===== src/core/port_gpio_pkg.sv =====
// Contract
// Shared pins may act as general-purpose I/O only while mux mode is zero.
// With mux mode one, every shared pin carries its memory interface function.
// Address pins 21..18 are I/O 3..0; data pins 31..16 are I/O 19..4.
// Control 0..15 are I/O 20..35; host data I/O 43..36; host control I/O 44, 45.
// Enable, direction and data registers each hold one bit per pin; only the 16-bit low registers exist here, for I/O 15..0.
// Enable bit zero disables the general-purpose function and floats the pin.
// Enable bit one lets the pin work as general-purpose I/O.
// Direction bit zero makes the pin an input, undriven by this logic.
// Direction bit one makes the pin an output driven by this logic.
// Enable bits cannot override the bus selection; memory mode keeps the pins.
// Data register holds the level read from or written to each pin.
// Enable register low: 16-bit read/write at 0x4400, bits reset to zero.
// Direction register low: 16-bit read/write at 0x4401, bits reset to zero.
// Output pins drive their data bit; input pins read back the pin level.
// A pin is driven only with mux mode zero, enable one and direction one.
package port_gpio_pkg;

	// ----------------------------------------------------------------
	// Sizes
	// ----------------------------------------------------------------
	localparam int TOTAL_IO = 46;
	localparam int REG_IO = 16;
	localparam int ADDR_WIDTH = 16;
	localparam int DATA_WIDTH = 16;

	// ----------------------------------------------------------------
	// Register map, word addresses on the peripheral bus
	// ----------------------------------------------------------------
	localparam logic [15:0] ENABLE_LOW_OFFSET = 16'h4400;
	localparam logic [15:0] DIRECTION_LOW_OFFSET = 16'h4401;
	localparam logic [15:0] LEVEL_LOW_OFFSET = 16'h4402;
	localparam logic [15:0] ENABLE_LOW_RESET = 16'h0000;
	localparam logic [15:0] DIRECTION_LOW_RESET = 16'h0000;
	localparam logic [15:0] LEVEL_LOW_RESET = 16'h0000;
	localparam logic [15:0] UNMAPPED_READ = 16'h0000;

	// ----------------------------------------------------------------
	// Mux mode field values
	// ----------------------------------------------------------------
	localparam logic MUX_GPIO_MODE = 1'b0;
	localparam logic MUX_MEMORY_MODE = 1'b1;

	typedef logic [TOTAL_IO-1:0] pin_vec_type;

	// Field order fixes the I/O numbering: the struct cast to a vector gives I/O 45..0.
	typedef struct packed {
		logic [1:0] host_control;
		logic [7:0] host_data;
		logic [15:0] control;
		logic [15:0] data_high;
		logic [3:0] addr_high;
	} pin_bank_type;

	typedef struct packed {
		logic [ADDR_WIDTH-1:0] addr;
		logic write;
		logic read;
		logic [DATA_WIDTH-1:0] wdata;
	} bus_req_type;

	typedef struct packed {
		logic valid;
		logic [DATA_WIDTH-1:0] rdata;
	} bus_rsp_type;

endpackage


===== src/core/pin_route.sv =====
module pin_route (
	input wire logic mux_mode,
	input wire logic [port_gpio_pkg::REG_IO-1:0] enable,
	input wire logic [port_gpio_pkg::REG_IO-1:0] direction,
	input wire logic [port_gpio_pkg::REG_IO-1:0] level,
	input wire port_gpio_pkg::pin_vec_type pin_in,
	input wire port_gpio_pkg::pin_vec_type mem_out,
	input wire port_gpio_pkg::pin_vec_type mem_oe,
	output port_gpio_pkg::pin_vec_type drive,
	output port_gpio_pkg::pin_vec_type drive_en,
	output logic [port_gpio_pkg::REG_IO-1:0] read_back
);
	import port_gpio_pkg::*;

	pin_vec_type gpio_en;
	pin_vec_type gpio_level;

	// ----------------------------------------------------------------
	// Pin ownership
	// ----------------------------------------------------------------
	// Pins above the register range have no enable bit and stay floating in GPIO mode.
	always_comb begin
		gpio_en = pin_vec_type'(enable & direction);
		gpio_level = pin_vec_type'(level);
		if (mux_mode == MUX_MEMORY_MODE) begin
			drive = mem_out;
			drive_en = mem_oe;
		end else begin
			drive = gpio_level & gpio_en;
			drive_en = gpio_en;
		end
		for (int i = 0; i < REG_IO; i++) begin
			read_back[i] = direction[i] ? level[i] : pin_in[i];
		end
	end

endmodule // pin_route


===== src/core/port_gpio.sv =====
module port_gpio (
	input wire logic clk,
	input wire logic rst,
	input wire logic port_mux_mode,
	input wire port_gpio_pkg::bus_req_type bus_req,
	output port_gpio_pkg::bus_rsp_type bus_rsp,
	input wire port_gpio_pkg::pin_bank_type pin_in,
	output port_gpio_pkg::pin_bank_type pin_out,
	output port_gpio_pkg::pin_bank_type pin_oe,
	input wire port_gpio_pkg::pin_bank_type mem_out,
	input wire port_gpio_pkg::pin_bank_type mem_oe,
	output port_gpio_pkg::pin_bank_type mem_in,
	output logic gpio_active
);
	import port_gpio_pkg::*;

	// ----------------------------------------------------------------
	// State
	// ----------------------------------------------------------------
	typedef struct packed {
		logic [REG_IO-1:0] enable;
		logic [REG_IO-1:0] direction;
		logic [REG_IO-1:0] level;
		bus_rsp_type rsp;
		pin_vec_type drive;
		pin_vec_type drive_en;
		pin_vec_type mem_in;
		logic gpio_active;
	} state_type;

	state_type state;
	state_type next_state;

	pin_vec_type pin_in_vec;
	pin_vec_type route_drive;
	pin_vec_type route_drive_en;
	logic [REG_IO-1:0] read_back;
	logic write_enable;
	logic write_direction;
	logic write_level;

	// ----------------------------------------------------------------
	// Address decode
	// ----------------------------------------------------------------
	function automatic logic hit(input logic [ADDR_WIDTH-1:0] addr, input logic [15:0] offset);
		hit = (addr == offset);
	endfunction

	function automatic logic [DATA_WIDTH-1:0] reg_read(
		input logic [ADDR_WIDTH-1:0] addr,
		input logic [REG_IO-1:0] enable,
		input logic [REG_IO-1:0] direction,
		input logic [REG_IO-1:0] back
	);
		if (hit(addr, ENABLE_LOW_OFFSET)) begin
			reg_read = enable;
		end else if (hit(addr, DIRECTION_LOW_OFFSET)) begin
			reg_read = direction;
		end else if (hit(addr, LEVEL_LOW_OFFSET)) begin
			reg_read = back;
		end else begin
			reg_read = UNMAPPED_READ;
		end
	endfunction

	// The struct cast numbers the pins as I/O 45..0.
	assign pin_in_vec = pin_vec_type'(pin_in);

	assign write_enable = bus_req.write && hit(bus_req.addr, ENABLE_LOW_OFFSET);
	assign write_direction = bus_req.write && hit(bus_req.addr, DIRECTION_LOW_OFFSET);
	assign write_level = bus_req.write && hit(bus_req.addr, LEVEL_LOW_OFFSET);

	// ----------------------------------------------------------------
	// Pin routing
	// ----------------------------------------------------------------
	pin_route route (
		.mux_mode(port_mux_mode),
		.enable(state.enable),
		.direction(state.direction),
		.level(state.level),
		.pin_in(pin_in_vec),
		.mem_out(pin_vec_type'(mem_out)),
		.mem_oe(pin_vec_type'(mem_oe)),
		.drive(route_drive),
		.drive_en(route_drive_en),
		.read_back(read_back)
	);

	// ----------------------------------------------------------------
	// Next state
	// ----------------------------------------------------------------
	// A read in the same cycle as a write returns the value held before the write.
	always_comb begin
		next_state = state;
		if (write_enable) begin
			next_state.enable = bus_req.wdata;
		end
		if (write_direction) begin
			next_state.direction = bus_req.wdata;
		end
		if (write_level) begin
			next_state.level = bus_req.wdata;
		end
		next_state.rsp.valid = bus_req.read;
		if (bus_req.read) begin
			next_state.rsp.rdata = reg_read(bus_req.addr, state.enable, state.direction, read_back);
		end else begin
			next_state.rsp.rdata = UNMAPPED_READ;
		end
		next_state.drive = route_drive;
		next_state.drive_en = route_drive_en;
		next_state.mem_in = pin_in_vec;
		next_state.gpio_active = (port_mux_mode == MUX_GPIO_MODE);
	end

	always_ff @(posedge clk or posedge rst) begin
		if (rst) begin
			state.enable <= ENABLE_LOW_RESET;
			state.direction <= DIRECTION_LOW_RESET;
			state.level <= LEVEL_LOW_RESET;
			state.rsp <= '0;
			state.drive <= '0;
			state.drive_en <= '0;
			state.mem_in <= '0;
			state.gpio_active <= 1'b0;
		end else begin
			state <= next_state;
		end
	end

	// ----------------------------------------------------------------
	// Outputs
	// ----------------------------------------------------------------
	assign bus_rsp = state.rsp;
	assign pin_out = pin_bank_type'(state.drive);
	assign pin_oe = pin_bank_type'(state.drive_en);
	assign mem_in = pin_bank_type'(state.mem_in);
	assign gpio_active = state.gpio_active;
endmodule // port_gpio


===== config.mk =====
export PLATFORM = sky130hd
export DESIGN_NAME = port_gpio
export DESIGN_NICKNAME = d
export VERILOG_FILES = /design/src/core/port_gpio_pkg.sv /design/src/core/pin_route.sv /design/src/core/port_gpio.sv
export SDC_FILE = /design/constraint.sdc
export NUM_CORES = 1
export LEC_CHECK = 0
export ABC_AREA = 1
export CAP_MARGIN = 20
export CELL_PAD_IN_SITES_DETAIL_PLACEMENT = 0
export CELL_PAD_IN_SITES_GLOBAL_PLACEMENT = 1
export CORE_MARGIN = 1.5
export CORE_UTILIZATION = 44
export CTS_BUF_LIST = sky130_fd_sc_hd__clkbuf_2
export DETAILED_ROUTE_END_ITERATION = 16
export DONT_BUFFER_PORTS = 1
export HOLD_SLACK_MARGIN = 0.02
export PLACE_DENSITY_LB_ADDON = 0.05
export SKIP_LAST_GASP = 1
export SLEW_MARGIN = 20
export SYNTH_ARGS = -nofsm -noshare
export SYNTH_HDL_FRONTEND = slang
export SYNTH_HIERARCHICAL = 1
export SYNTH_SLANG_ARGS = --single-unit

===== constraint.sdc =====
create_clock -name clk -period 5.95 [get_ports clk]
set_input_delay 0.8925 -clock clk [delete_from_list [all_inputs] [get_ports clk]]
set_output_delay 0.8925 -clock clk [all_outputs]
set_load 0.05 [all_outputs]

# After elaboration in Yosys (flattened, before gate mapping)
# Cells that the tools add are included.
[word_totals]
elab_cells = 40
out_inout_bits = 156
mem_bits_rw = 0
latch_bits = 0
ff_bits = 204
romBits = 0
mem_count = 0
[op_classes]
n_reduce_logical = 3
n_div = 0
n_mux = 22
addsub = 0
n_lt_le_gt_ge = 0
eq_ne = 3
bitwise = 3
shifts = 0
multipliers = 0
[ops]
columns = ["operator", "count"]
rows = [
  ["$mux 46", 2],
  ["$mux 16", 4],
  ["$eq 16x15->1 const B", 3],
  ["$and 16x46->46", 1],
  ["$and 16x16->16", 1],
  ["$mux 1", 16],
  ["$logic_and 1x1->1", 3],
  ["$not 1->1", 1],
]

# Longest topological paths before layout
[depth]
word_depth = 5
mapped_depth = 9
depth_no_buf = 8

# Modules after synthesis
# Netlist, hierarchy kept.
[by_module_without_submodules]
columns = ["mod", "seq_area_each_um2", "cells_per_inst", "area_each_um2", "n_inst"]
rows = [
  ["port_gpio", 5104.9, 636, 7873.8, 1],
  ["pin_route", 0.0, 278, 1201.2, 1],
]

# Worst setup path after synthesis
# No wires, ideal clock.
[synth_timing]
kind = "input port to flip-flop"
startpoint = "input port bus_req[24] (netlist name)"
endpoint = "register state[175] (netlist name)"
path_slack_ps = 4040
setup_time_ps = 120
t_required_ps = 5830
stages = 9
arrival_ps = 1790
path_cell_list = "inv_2 nand2_1 nor2_4 inv_2 nor2_8 nand3b_4 buf_4 nand2_1 o21ai_2"
[synth_between]
elab_chain_len = 2
[synth_rtl]
columns = ["element", "line", "source"]
rows = [
  ["start: declaration", "port_gpio.sv:5", "input wire port_gpio_pkg::bus_req_type bus_req,"],
  ["$eq 16x15->1", "port_gpio.sv:46", "hit = (addr == offset);"],
  ["$logic_and 1x1->1", "port_gpio.sv:70", "assign write_direction = bus_req.write && hit(bus_req.addr, DIRECTION_LOW_OFFSET);"],
]
# No other way between the ends.
# A chain may end at the register's enable or synchronous reset.

# Final worst setup path
[layout_timing]
startpoint = "register state, in the netlist pin_out[10]"
endpoint = "output port pin_out[10] (netlist name)"
[layout_rtl]
columns = ["element", "line", "source"]
rows = [
  ["start: declaration", "port_gpio.sv:31", "state_type state;"],
  ["start signal: assignment", "port_gpio.sv:127", "state <= next_state;"],
  ["end: declaration", "port_gpio.sv:8", "output port_gpio_pkg::pin_bank_type pin_out,"],
]
# No word-level cell between the ends.

==> results.sh <==
export IMPL_synthToLayoutAreaGrowth_pct=-1.79
export IMPL_synth_area_um2=9070
export IMPL_netlist_instances=914
export IMPL_final_cells=1130
export IMPL_dieArea_um2=21500
export IMPL_cts_sinks=204
export IMPL_clk_latency_ns=0.83
export IMPL_final_setup_viol_count=0
export IMPL_port_buffers=0
export IMPL_overflow=0
export IMPL_cts_resized_gates=0
export IMPL_setup_ws_ns=3.56
export IMPL_period_needed_ns=2.39
export IMPL_cts_tree="done"
export IMPL_stdcell_area_um2=8910
export IMPL_ctsLongestPathBuffers=3
export IMPL_yosys_most_used_dff="dfrtp_1"
export IMPL_ant_nets=0
export IMPL_grt_pass1_wl_mm=31.9
export IMPL_power_density_nw_per_um2=307
export IMPL_first_pass_iters=4
export IMPL_critical_path_class="reg2out"
export IMPL_synth_top_area_share_pct=56.3
export IMPL_period_share_pct=40.2
export IMPL_vdd_drop_max_mv=0.125
export IMPL_via_count=5502
export IMPL_antenna_found_initial=1
export IMPL_grt_max_degree=95
export IMPL_cp_end_kind="output port"
export IMPL_nNetsFinal=996
export IMPL_ctsHtreeMaxLevel=2
export IMPL_ys_seq_area_share_pct=56.3
export IMPL_holdPathStages=0
export IMPL_setup_tns_ns=0
export IMPL_routed_wl_mm=21.2
export IMPL_hp_class="in2reg"
export IMPL_dp_worst_setup_slack_ns=3.01
export IMPL_clock_fmax_mhz=418
export IMPL_placementRows=52
export IMPL_dp_cells=998
export IMPL_core_um2=20200
export IMPL_die_h_um=147
export IMPL_report_final_slew_viol_count=0
export IMPL_start_util_pct=44.8
export IMPL_crit_fanout=1
export IMPL_worst_pin_slew_ns=0.951
export IMPL_yosysWarnings=6
export IMPL_gp_congestion=0.838
export IMPL_synthMostInstantiatedCell="nand2_1"
export IMPL_cellLeakagePower_nw=4.71
export IMPL_numCtsBuffers=53
export IMPL_yosysTopAreaCell="dfrtp_1"
export IMPL_rrSetupSlack_ns=4.71
export IMPL_ys_async_sr_fraction_pct=100
export IMPL_via_per_inst=4.87
export IMPL_r2r_start="state[172]"
export IMPL_clkTransAtPathRegs_ns=0.11
export IMPL_yosysUniqueCellTypes=25
export IMPL_drc_errors=0
export IMPL_hold_start="bus_req[16]"
export IMPL_syn_nets=1089
export IMPL_max_cap_violations=0
export IMPL_syn_avg_cell_area_um2=9.93
export IMPL_cts_root_buf="clkbuf_2"
export IMPL_synth_seq_cells=204
export IMPL_r2r_end="bus_rsp[0]"
export IMPL_io_pins=331
export IMPL_place_area_um2=8020
export IMPL_hold_violations=0
export IMPL_postCtsSetupBuffers=0
export IMPL_fp_dieW_um=147
export IMPL_cp_data_arrival_time_ns=1.50
export IMPL_synthTopCellsByArea="dfrtp_1 56%, buf_4 13%, nand2_1 8.8%"
export IMPL_finClkSkew_ns=0.0573
export IMPL_worstPathRequired_ns=5.06
export IMPL_start_kind="flop"
export IMPL_synth_edf_count=0
export IMPL_drive_above_1_share_pct=17.1
export IMPL_holdPathEnd="bus_rsp[16]"
export IMPL_rsz0062_at_grt="no"
export IMPL_max_slew_margin_pct=36.6
export IMPL_outcome="finished clean"
export IMPL_r2r_cells=3
export IMPL_grt_pass1_vias=5541
export IMPL_grtUsageTotal_pct=19.4
export IMPL_synth_commonest_cells="213 x nand2_1, 204 x dfrtp_1, 161 x buf_4, 118 x inv_1, 42 x o21ai_2"
export IMPL_drt_wirelength_per_cell_um=18.8
export IMPL_cts_hold_buf=32
export IMPL_drtIter0Drc=302
export IMPL_place_hpwl_mm=14.3
## routing by layer
layer / up-vias / GRT usage (%) / routed length (um)
li1: 2555 / - / -
met5: - / 0 / 0
met2: 261 / 32.9 / 10800
met3: 32 / 6.41 / 1720
met1: 2654 / 22.8 / 8280
met4: 0 / 6.97 / 429
## sequential cells by signal (all words and copies together), names as in the netlist
signal,cells
gpio_active,1
pin_out,46
pin_oe,46
state,48
bus_rsp,17
mem_in,46
## per-stage QoR
step / power [W] / hold WS [ns] / util [%]
floorplan: 0.00181 / 0.477 / -
global placement: 0.00176 / 0.489 / 39.5
detailed placement: 0.00176 / 0.496 / 39.6
CTS: 0.00279 / 0.0201 / 43.7
global route: 0.00288 / 0.0356 / 44.0
finish: 0.00274 / 0.143 / 44.0
## cell usage in the layout, fill, tap and decap left out, types with 3 or more instances in the layout
master	n
inv_2	8
dfrtp_1	204
o2111ai_1	16
dlygate4sd3_1	37
nand4_1	32
o21ai_0	16
nand3_1	33
clkbuf_2	73
nor2_1	8
o21ai_2	42
nand2_1	213
nand2_2	4
clkinv_1	14
o21ai_1	6
a21oi_1	16
clkinv_2	3
nor2_4	3
inv_1	117
## logic make-up (layout without fill, tap and decap cells)
| kind of cell | count (synthesis) | in the layout | synth area share [%] |
|---|---|---|---|
| flip-flops | 204 | 204 | 56.3 |
| other | 0 | 1 | 0 |
| AND/OR/NAND/NOR | 299 | 299 | 14.9 |
| buffers and inverters | 315 | 260 | 21.1 |
| AO/OA/AOI/OAI | 96 | 96 | 7.69 |
## power by group
part | leakage [nW] | switching [W] | internal (W)
logic | 1.71 | 0.0000784 | 0.0000406
registers | 2.64 | 0.000201 | 0.00143
clock network | 0.365 | 0.000569 | 0.000420
## final cells by class
cell class                      instances  area (um2)
Multi-Input combinational cell        395        2050
Clock inverter                         20         135
Timing Repair Buffer                   41         437
Antenna cell                            1        2.50
Tap cell                              270         338
Sequential cell                       204        5100
Fill cell                            1970       11300
Clock buffer                           73         365
Inverter                              126         477
## worst max-delay path by stage
stage | slack, ns | endpoint | depth (start not counted) | from
2_1_floorplan | 2.41 | bus_rsp[0] | 1 | rst
3_3_place_gp | 3.08 | state[189] | 8 | bus_req[24]
3_5_place_dp | 3.01 | state[179] | 8 | bus_req[24]
4_1_cts | 3.43 | pin_oe[15] | 0 | pin_oe[15]
5_1_grt | 3.43 | pin_oe[15] | 0 | pin_oe[15]
6_report | 3.56 | pin_out[10] | 0 | pin_out[10]
No activity file was read; power rests on OpenSTA's default activity.
